===== src/include/capture_timer_pkg.sv =====
// Constants and types for the event capture timer control block
`default_nettype none
package capture_timer_pkg;
    localparam int ADDR_W = 4;
    localparam logic [3:0] OFS_CTRL_A = 4'h0;
    localparam logic [3:0] OFS_CTRL_B = 4'h1;
    localparam logic [3:0] OFS_EVENT_CTRL = 4'h4;
    localparam logic [3:0] OFS_IRQ_ENABLE = 4'h5;
    localparam logic [3:0] OFS_IRQ_FLAGS = 4'h6;
    localparam logic [3:0] OFS_RUN_STATUS = 4'h7;
    localparam logic [3:0] OFS_DEBUG_BEHAVIOUR = 4'h8;
    localparam logic [3:0] OFS_WIDE_BYTE = 4'h9;
    localparam logic [3:0] OFS_COUNT_LO = 4'ha;
    localparam logic [3:0] OFS_COUNT_HI = 4'hb;
    localparam logic [3:0] OFS_COMPARE_LO = 4'hc;
    localparam logic [3:0] OFS_COMPARE_HI = 4'hd;
    // Field positions
    localparam int BIT_ENABLE = 0;
    localparam int BIT_CAPTURE_EN = 0;
    localparam int BIT_EDGE = 4;
    localparam int BIT_CAPTURE_IRQ = 0;
    localparam int BIT_RUN = 0;
    localparam int BIT_KEEP_RUNNING = 0;
    localparam int MODE_LSB = 0;
    // Reset values
    localparam logic [7:0] RST_BYTE = 8'h00;
    localparam logic [15:0] RST_WORD = 16'h0000;
    typedef enum logic [2:0] {
        MODE_PERIODIC = 3'b000,
        MODE_TIMEOUT = 3'b001,
        MODE_CAPTURE = 3'b010,
        MODE_FREQ = 3'b011,
        MODE_PULSE = 3'b100,
        MODE_FREQ_PULSE = 3'b101,
        MODE_SINGLE = 3'b110,
        MODE_PWM8 = 3'b111
    } count_mode_t;
    typedef enum logic [1:0] {
        FP_IDLE = 2'b00,
        FP_WAIT_OPP = 2'b01,
        FP_WAIT_SECOND = 2'b10
    } fp_state_t;
endpackage
`default_nettype wire


===== src/hw/event_edge_detect.sv =====
// Edge detector for the incoming event line
`timescale 1ns/10ps
`default_nettype none
module event_edge_detect (
    input wire logic mclk,
    input wire logic rst_n,
    input wire logic event_in,
    input wire logic hold,
    output logic rise,
    output logic fall
);
    logic last;

    // Previous level, tracked even while held, so a held edge is lost, not replayed later
    always_ff @(posedge mclk) begin
        if (!rst_n) begin
            last <= 1'b0;
        end else begin
            last <= event_in;
        end
    end

    assign rise = event_in & ~last & ~hold;
    assign fall = ~event_in & last & ~hold;
endmodule
`default_nettype wire


===== src/hw/wide_access_byte_reg.sv =====
// Shared temporary byte used for 16-bit register access
`timescale 1ns/10ps
`default_nettype none
module wide_access_byte_reg (
    input wire logic mclk,
    input wire logic rst_n,
    input wire logic direct_write,
    input wire logic low_write,
    input wire logic low_read,
    input wire logic [7:0] write_data,
    input wire logic [7:0] high_byte,
    output logic [7:0] value
);
    import capture_timer_pkg::*;

    // Low write parks data; low read latches high half for the next read
    always_ff @(posedge mclk) begin
        if (!rst_n) begin
            value <= RST_BYTE;
        end else if (direct_write || low_write) begin
            value <= write_data;
        end else if (low_read) begin
            value <= high_byte;
        end
    end
endmodule
`default_nettype wire


===== src/hw/event_capture_timer_control.sv =====
// Event response, flag, status, debug and wide access logic of the capture timer
`timescale 1ns/10ps
`default_nettype none
module event_capture_timer_control (
    input wire logic mclk,
    input wire logic rst_n,
    input wire logic [capture_timer_pkg::ADDR_W-1:0] reg_addr,
    input wire logic reg_write,
    input wire logic reg_read,
    input wire logic [7:0] reg_wdata,
    output logic [7:0] reg_rdata,
    input wire logic event_in,
    input wire logic debug_halt,
    output logic capture_irq,
    output logic pwm_out
);
    import capture_timer_pkg::*;

    logic [7:0] ctrl_a;
    logic [7:0] ctrl_b;
    logic [7:0] event_input_control;
    logic [7:0] irq_enable;
    logic irq_flag;
    logic [7:0] debug_behaviour;
    logic [15:0] counter_value;
    logic [15:0] compare_capture_value;
    logic running;
    logic [7:0] temp_byte;
    fp_state_t fp_state;
    logic rise;
    logic fall;
    logic halted;
    logic enabled;
    logic edge_sel;
    logic sel_edge;
    logic opp_edge;
    count_mode_t mode;
    logic top_hit;
    logic pwm_hit;
    logic capture_mode;
    logic do_capture;
    logic do_restart;
    logic do_start;
    logic do_stop;
    logic set_flag;
    logic wr_lo;
    logic wr_hi;
    logic rd_lo;

    assign mode = count_mode_t'(ctrl_b[MODE_LSB +: 3]);
    assign enabled = ctrl_a[BIT_ENABLE];
    assign edge_sel = event_input_control[BIT_EDGE];
    // Debug halt only freezes us when the keep-running bit is clear
    assign halted = debug_halt & ~debug_behaviour[BIT_KEEP_RUNNING];
    assign capture_mode = (mode == MODE_CAPTURE) || (mode == MODE_FREQ) ||
                          (mode == MODE_PULSE) || (mode == MODE_FREQ_PULSE);

    event_edge_detect u_edges (
        .mclk(mclk),
        .rst_n(rst_n),
        .event_in(event_in),
        .hold(halted | ~event_input_control[BIT_CAPTURE_EN] | ~enabled),
        .rise(rise),
        .fall(fall)
    );

    // Selected edge and its opposite per edge select
    assign sel_edge = edge_sel ? fall : rise;
    assign opp_edge = edge_sel ? rise : fall;
    assign top_hit = running && (counter_value == compare_capture_value);
    assign pwm_hit = running && (counter_value[7:0] == compare_capture_value[7:0]);

    // Event decode per count mode
    always_comb begin
        do_capture = 1'b0;
        do_restart = 1'b0;
        do_start = 1'b0;
        do_stop = 1'b0;
        set_flag = 1'b0;
        unique case (mode)
            MODE_PERIODIC: set_flag = top_hit;
            MODE_PWM8: set_flag = pwm_hit;
            MODE_TIMEOUT: begin
                do_start = sel_edge;
                do_stop = opp_edge;
                set_flag = top_hit;
            end
            MODE_SINGLE: begin
                do_start = edge_sel ? (rise | fall) : rise;
                set_flag = top_hit;
            end
            MODE_CAPTURE: begin
                do_capture = sel_edge;
                set_flag = sel_edge;
            end
            MODE_FREQ: begin
                do_capture = sel_edge;
                do_restart = sel_edge;
                set_flag = sel_edge;
            end
            MODE_PULSE: begin
                do_restart = sel_edge;
                do_capture = opp_edge;
                set_flag = opp_edge;
            end
            MODE_FREQ_PULSE: begin
                do_restart = (fp_state == FP_IDLE) && sel_edge;
                do_capture = (fp_state == FP_WAIT_OPP) && opp_edge;
                do_stop = (fp_state == FP_WAIT_SECOND) && sel_edge;
                set_flag = do_stop;
            end
        endcase
    end

    // Sequencer for the combined frequency and pulse-width mode
    always_ff @(posedge mclk) begin
        if (!rst_n) begin
            fp_state <= FP_IDLE;
        end else if (mode != MODE_FREQ_PULSE) begin
            fp_state <= FP_IDLE;
        end else if (do_restart) begin
            fp_state <= FP_WAIT_OPP;
        end else if (do_capture) begin
            fp_state <= FP_WAIT_SECOND;
        end else if (do_stop) begin
            fp_state <= FP_IDLE;
        end
    end

    // Running state; run bit is derived here only, never written by software
    always_ff @(posedge mclk) begin
        if (!rst_n) begin
            running <= 1'b0;
        end else if (!enabled) begin
            running <= 1'b0;
        end else if (do_stop) begin
            running <= 1'b0;
        end else if (do_start || do_restart) begin
            running <= 1'b1;
        end else if (mode == MODE_SINGLE && top_hit && !halted) begin
            running <= 1'b0; // One shot ends at top
        end else if (mode == MODE_PERIODIC || mode == MODE_CAPTURE || mode == MODE_PWM8 ||
                     mode == MODE_FREQ || mode == MODE_PULSE) begin
            running <= 1'b1;
        end
    end

    // 16-bit access strobes through the shared byte
    assign wr_lo = reg_write && (reg_addr == OFS_COUNT_LO || reg_addr == OFS_COMPARE_LO);
    assign wr_hi = reg_write && (reg_addr == OFS_COUNT_HI || reg_addr == OFS_COMPARE_HI);
    assign rd_lo = reg_read && (reg_addr == OFS_COUNT_LO || reg_addr == OFS_COMPARE_LO);

    wide_access_byte_reg u_temp (
        .mclk(mclk),
        .rst_n(rst_n),
        .direct_write(reg_write && reg_addr == OFS_WIDE_BYTE),
        .low_write(wr_lo),
        .low_read(rd_lo),
        .write_data(reg_wdata),
        .high_byte(reg_addr == OFS_COUNT_LO ? counter_value[15:8] : compare_capture_value[15:8]),
        .value(temp_byte)
    );

    // Counter; software write wins over internal updates
    always_ff @(posedge mclk) begin
        if (!rst_n) begin
            counter_value <= RST_WORD;
        end else if (wr_hi && reg_addr == OFS_COUNT_HI) begin
            counter_value <= {reg_wdata, temp_byte};
        end else if (do_restart) begin
            counter_value <= RST_WORD;
        end else if (halted || !running) begin
            counter_value <= counter_value;
        end else if ((mode == MODE_PERIODIC || mode == MODE_TIMEOUT || mode == MODE_SINGLE) && top_hit) begin
            counter_value <= RST_WORD;
        end else if (mode == MODE_PWM8 && pwm_hit) begin
            counter_value <= RST_WORD;
        end else begin
            counter_value <= counter_value + 16'h0001;
        end
    end

    // Compare/capture register
    always_ff @(posedge mclk) begin
        if (!rst_n) begin
            compare_capture_value <= RST_WORD;
        end else if (wr_hi && reg_addr == OFS_COMPARE_HI) begin
            compare_capture_value <= {reg_wdata, temp_byte};
        end else if (do_capture) begin
            compare_capture_value <= counter_value;
        end
    end

    // PWM output: high while count is below the duty byte
    always_ff @(posedge mclk) begin
        if (!rst_n) begin
            pwm_out <= 1'b0;
        end else begin
            pwm_out <= (mode == MODE_PWM8) && running &&
                       (counter_value[7:0] < compare_capture_value[15:8]);
        end
    end

    // Flag: a set in the same cycle as a clear wins
    always_ff @(posedge mclk) begin
        if (!rst_n) begin
            irq_flag <= 1'b0;
        end else if (set_flag && !halted) begin
            irq_flag <= 1'b1;
        end else if (reg_write && reg_addr == OFS_IRQ_FLAGS && reg_wdata[BIT_CAPTURE_IRQ]) begin
            irq_flag <= 1'b0;
        end else if (capture_mode && reg_read && reg_addr == OFS_COMPARE_LO) begin
            irq_flag <= 1'b0;
        end
    end

    // Plain control registers
    always_ff @(posedge mclk) begin
        if (!rst_n) begin
            ctrl_a <= RST_BYTE;
            ctrl_b <= RST_BYTE;
            event_input_control <= RST_BYTE;
            irq_enable <= RST_BYTE;
            debug_behaviour <= RST_BYTE;
        end else if (reg_write) begin
            if (reg_addr == OFS_CTRL_A) ctrl_a <= reg_wdata;
            if (reg_addr == OFS_CTRL_B) ctrl_b <= reg_wdata;
            if (reg_addr == OFS_EVENT_CTRL) event_input_control <= reg_wdata;
            if (reg_addr == OFS_IRQ_ENABLE) irq_enable <= {7'h00, reg_wdata[BIT_CAPTURE_IRQ]};
            if (reg_addr == OFS_DEBUG_BEHAVIOUR) debug_behaviour <= {7'h00, reg_wdata[BIT_KEEP_RUNNING]};
        end
    end

    assign capture_irq = irq_enable[BIT_CAPTURE_IRQ] & irq_flag;

    // Read mux; high halves come from the shared byte
    always_ff @(posedge mclk) begin
        if (!rst_n) begin
            reg_rdata <= RST_BYTE;
        end else begin
            unique case (reg_addr)
                OFS_CTRL_A: reg_rdata <= ctrl_a;
                OFS_CTRL_B: reg_rdata <= ctrl_b;
                OFS_EVENT_CTRL: reg_rdata <= event_input_control;
                OFS_IRQ_ENABLE: reg_rdata <= irq_enable;
                OFS_IRQ_FLAGS: reg_rdata <= {7'h00, irq_flag};
                OFS_RUN_STATUS: reg_rdata <= {7'h00, running};
                OFS_DEBUG_BEHAVIOUR: reg_rdata <= debug_behaviour;
                OFS_WIDE_BYTE: reg_rdata <= temp_byte;
                OFS_COUNT_LO: reg_rdata <= counter_value[7:0];
                OFS_COMPARE_LO: reg_rdata <= compare_capture_value[7:0];
                OFS_COUNT_HI, OFS_COMPARE_HI: reg_rdata <= temp_byte;
                default: reg_rdata <= RST_BYTE;
            endcase
        end
    end

    property p_irq_gate;
        @(posedge mclk) disable iff (!rst_n)
            (set_flag && !halted && irq_enable[BIT_CAPTURE_IRQ] && !(reg_write && reg_addr == OFS_IRQ_ENABLE)) |=> capture_irq;
    endproperty
    a_irq_gate: assert property (p_irq_gate) else $error("irq not gated by enable");

    property p_w1c;
        @(posedge mclk) disable iff (!rst_n)
            (reg_write && reg_addr == OFS_IRQ_FLAGS && reg_wdata[0] && !set_flag) |=> !irq_flag;
    endproperty
    a_w1c: assert property (p_w1c) else $error("flag not cleared by write one");

    property p_w0_keeps;
        @(posedge mclk) disable iff (!rst_n)
            (irq_flag && reg_write && reg_addr == OFS_IRQ_FLAGS && !reg_wdata[0] && !reg_read) |=> irq_flag;
    endproperty
    a_w0_keeps: assert property (p_w0_keeps) else $error("flag lost on write zero");

    property p_read_clear;
        @(posedge mclk) disable iff (!rst_n)
            (capture_mode && reg_read && reg_addr == OFS_COMPARE_LO && !set_flag) |=> !irq_flag;
    endproperty
    a_read_clear: assert property (p_read_clear) else $error("capture read did not clear");

    property p_ignore_periodic;
        @(posedge mclk) disable iff (!rst_n)
            ((mode == MODE_PERIODIC || mode == MODE_PWM8) && !reg_write) |=> $stable(compare_capture_value);
    endproperty
    a_ignore_periodic: assert property (p_ignore_periodic) else $error("event acted in periodic");

    property p_capture_load;
        @(posedge mclk) disable iff (!rst_n)
            (mode == MODE_CAPTURE && sel_edge && !reg_write) |=> compare_capture_value == $past(counter_value) && irq_flag;
    endproperty
    a_capture_load: assert property (p_capture_load) else $error("capture not loaded");

    property p_freq_restart;
        @(posedge mclk) disable iff (!rst_n)
            (mode == MODE_FREQ && sel_edge && !reg_write) |=> counter_value == 16'h0000 && running;
    endproperty
    a_freq_restart: assert property (p_freq_restart) else $error("freq did not restart");

    property p_halt_freeze;
        @(posedge mclk) disable iff (!rst_n)
            (halted && !reg_write) |=> $stable(counter_value);
    endproperty
    a_halt_freeze: assert property (p_halt_freeze) else $error("counter moved in debug halt");

    property p_no_event_disabled;
        @(posedge mclk) disable iff (!rst_n)
            !event_input_control[0] |-> !rise && !fall;
    endproperty
    a_no_event_disabled: assert property (p_no_event_disabled) else $error("event seen while disabled");
endmodule
`default_nettype wire


===== config.mk =====
export PLATFORM = sky130hd
export DESIGN_NAME = event_capture_timer_control
export DESIGN_NICKNAME = d
export VERILOG_FILES = /design/src/include/capture_timer_pkg.sv /design/src/hw/event_edge_detect.sv /design/src/hw/wide_access_byte_reg.sv /design/src/hw/event_capture_timer_control.sv
export SDC_FILE = /design/constraint.sdc
export NUM_CORES = 1
export LEC_CHECK = 0
export ABC_AREA = 0
export BUFFER_PORTS_ARGS = -buffer_cell sky130_fd_sc_hd__buf_2
export CAP_MARGIN = 30
export CORE_ASPECT_RATIO = 1.25
export CORE_UTILIZATION = 40
export DETAILED_ROUTE_END_ITERATION = 6
export GPL_ROUTABILITY_DRIVEN = 0
export PLACE_DENSITY = 0.61
export SLEW_MARGIN = 20
export SYNTH_ARGS = -nofsm -noshare
export SYNTH_HDL_FRONTEND = slang
export SYNTH_HIERARCHICAL = 1
export SYNTH_SLANG_ARGS = --single-unit

===== constraint.sdc =====
create_clock -name mclk -period 3.1 [get_ports mclk]
set_clock_uncertainty 0.15 [all_clocks]
set_input_delay 0.465 -clock mclk [delete_from_list [all_inputs] [get_ports mclk]]
set_output_delay 0.465 -clock mclk [all_outputs]
set_load 0.02 [all_outputs]

==> reports/qor.yml <==
hold_start: "event_in"
grt_pass1_vias: 4140
synth_flop_cell: "dfxtp_1"
period_minus_slack_ns: 2.81
cp_max_fo: 29
yosysWarnings: 6
root_buffer: "clkbuf_16"
design_area_mm2: 0.00556
slew_headroom_pct: 56.1
crit_path_start: "debug_behaviour[0]$_SDFFE_PN0P_"
drtIter0Drc: 270
max_stage_delay_ns: 0.42
die_area_mm2: 0.0131
drv_slew: 0
synth_top_area_share_pct: 31.8
p_per_area_mw_per_mm2: 419
cts-resized-gates: 0
synthXorXnorAreaFrac_pct: 2.96
seqCellArea_mm2: 0.00160
finalCritPeriodShare_pct: 90.5
die_y_um: 127
async_flop_share_pct: 0
cts_buffers: 9
crit_chain: "nand2b_1, nand3_1, nor3b_2, mux2i_1, a2111oi_4, nor2_2, a22oi_2, buf_12, o31a_1, o221ai_2"
synth_compound_area_share_pct: 23.5
netlist_instances: 571
setup-tns-final_ns: 0
whs_ns: 0.235
synthToLayoutAreaGrowth_pct: 10.3
h-tree-depth: 3
synth_top_family_by_area: "compound AO/OA/AOI/OAI gates"
synth-edff-count: 0
die_w_um: 102
synth.distinct_cells: 72
wl_per_cell_um: 18.9
nets: 602
worstSetupPathType: "reg2reg"
drive_above_1_share_pct: 18.2
antenna_left: 0
slowest_stage: "a2111oi_4"
drv_cap: 0
diodes: 0
wl_mm: 14.1
fill_cells: 1208
syn_area_mm2: 0.00504
hp-class: "in2reg"
num_rows: 45
power.leakage_nw: 2.35
vias: 4358
setup-violations-final: 0
cts_tree: "built"
coreArea_mm2: 0.0122
vdd_drop_max_mv: 0.290
drt_first_pass_iters: 5
drc: 0
tightest_slew_ns: 0.657
fmax_ghz: 0.356
cts_buffer_depth: 2
dp_hpwl_mm: 10.2
grt_max_degree: 41
worstPathArrival_ns: 2.88
clk_pin_slew_ns: 0.06
reg2reg_from: "debug_behaviour[0]$_SDFFE_PN0P_"
synth_seq_cells: 80
cts_hold_buf: 0
synthAdderAreaFrac_pct: 1.99
synth-simple-area-share_pct: 20.5
outcome: "finished clean"
clkLatencyLatePin_ns: 0.34
multiInputGateArea_mm2: 0.00311
antenna_found_initial: 0
clkSinkCount: 80
ios: 28
placed_area_mm2: 0.00526
syn-num-nets: 597
start_kind: "flip-flop"
worst_ep_required_time_ns: 3.17
r2r_slack_ns: 0.29
rsz0062_at_grt: "false"
end_kind: "flip-flop"
ys_seq_area_share_pct: 31.8
yosys.area.top_type: "dfxtp_1"
hold_violations: 0
cts_setup_buffers: 0
grt-ovfl-total: 0
synth.area.mux_share_pct: 12.7
grt_pass1_wl_mm: 22.1
grt_usage_pct: 22.3
io_buffers: 27
start_util_pct: 41.2
synth_area_leaders: "dfxtp_1 (32%), mux2i_1 (8.7%), nand3_1 (4.4%)"
vias_per_cell: 5.85
synth.avg_cell_area_um2: 8.82
## through the flow
stage | worst slack, ns | util [%] | std cells | power, mW
after floorplan | 0.614 | - | 571 | 1.23
after global placement | 0.196 | 43.0 | 727 | 1.30
after detailed placement | 0.133 | 43.1 | 728 | 1.30
after CTS | 0.297 | 45.4 | 744 | 2.34
after global routing | 0.0829 | 45.5 | 745 | 2.41
final | 0.293 | 45.5 | 745 | 2.33
## cell usage in the layout (no fill, tap or decap), types with 8 or more instances in the layout
cell and instances:
o21bai_1 8, dfxtp_1 80, a21oi_1 30, inv_1 13, nand2_1 41, buf_2 27, ha_1 8, nand4_1 13
nand3_1 44, mux2_4 8, clkbuf_16 9, o221ai_2 11, o21ai_0 27, nor2b_1 35, xor2_1 15, o311a_1 8
o31a_1 8, mux2i_1 44, buf_4 19, nor2_1 21
## worst max-delay path, delay by kind of cell (launching register included)
family | cells | cell delay, ns
and+or+nand+nor | 4 | 0.78
DFF | 1 | 0.34
muxes | 1 | 0.22
AOI/OAI and AO/OA | 4 | 0.97
buffers and inverters | 1 | 0.23
## sequential cells by signal, indices dropped and copies added, names as in the netlist, 2 cells and up
| name | flops |
|---|---|
| ctrl_a | 8 |
| event_input_control | 8 |
| reg_rdata | 8 |
| counter_value | 16 |
| compare_capture_value | 16 |
| fp_state | 2 |
| u_temp/value | 8 |
| ctrl_b | 8 |
## synth_stat cells (3+ instances only)
cell type	instances
o21bai_1	8
nand4_1	13
nand3_1	44
buf_4	3
a22oi_1	5
xor2_1	15
o221ai_2	11
a21o_1	4
dfxtp_1	80
nor3b_2	3
a22o_1	5
nor2_1	21
and3_1	3
mux2_2	7
a21oi_1	30
nand2_1	41
a222oi_1	5
nor4_1	3
o31a_1	8
clkbuf_1	33
mux2_4	8
o21ai_0	27
ha_1	8
buf_6	6
a211oi_1	3
nand3b_1	3
nor3_1	4
nand2b_1	7
nor2b_1	35
a211o_1	3
and2_1	3
mux2i_1	44
buf_2	8
inv_1	13
o311a_1	8
## where the power goes
part,leakage (nW),switching (mW),internal (mW)
clock network,0.139,0.487,0.560
registers,0.647,0.0248,1.05
logic,1.56,0.128,0.0829
total,2.35,0.639,1.69
## layout make-up
class / count / area share [%]
multi-input combinational: 425 / 56.1
sequential: 80 / 28.8
timing repair buffer: 47 / 5.36
clock buffer: 9 / 4.05
tap: 164 / 3.69
clock inverter: 7 / 1.13
inverter: 13 / 0.878
## metal layers
layer / GRT usage, % / wire length [µm] / up-vias
li1: - / - / 2117
met5: 0 / 0 / -
met4: 10.7 / 480 / 0
met3: 3.06 / 484 / 26
met1: 26.6 / 6120 / 2099
met2: 38.6 / 7000 / 116
## path summary, 6_finish.rpt
path                                         to  cells past startpoint
setup / recovery  counter_value[3]$_SDFFE_PN0P_                     10
hold / removal          u_edges/last$_SDFF_PN0_                      2
setup reg to reg  counter_value[3]$_SDFFE_PN0P_                     10
hold reg to reg        fp_state[1]$_SDFFE_PP0P_                      2
## cells by family after synthesis
| logic type | Yosys count |
|---|---|
| adder cells (fa/ha/maj) | 8 |
| multiplexers | 59 |
| buffers and inverters | 66 |
| flip-flops | 80 |
| AO/OA/AOI/OAI | 148 |
| XOR/XNOR | 17 |
| AND/OR/NAND/NOR | 193 |
Note: power is estimated with default switching activity, not from simulation.
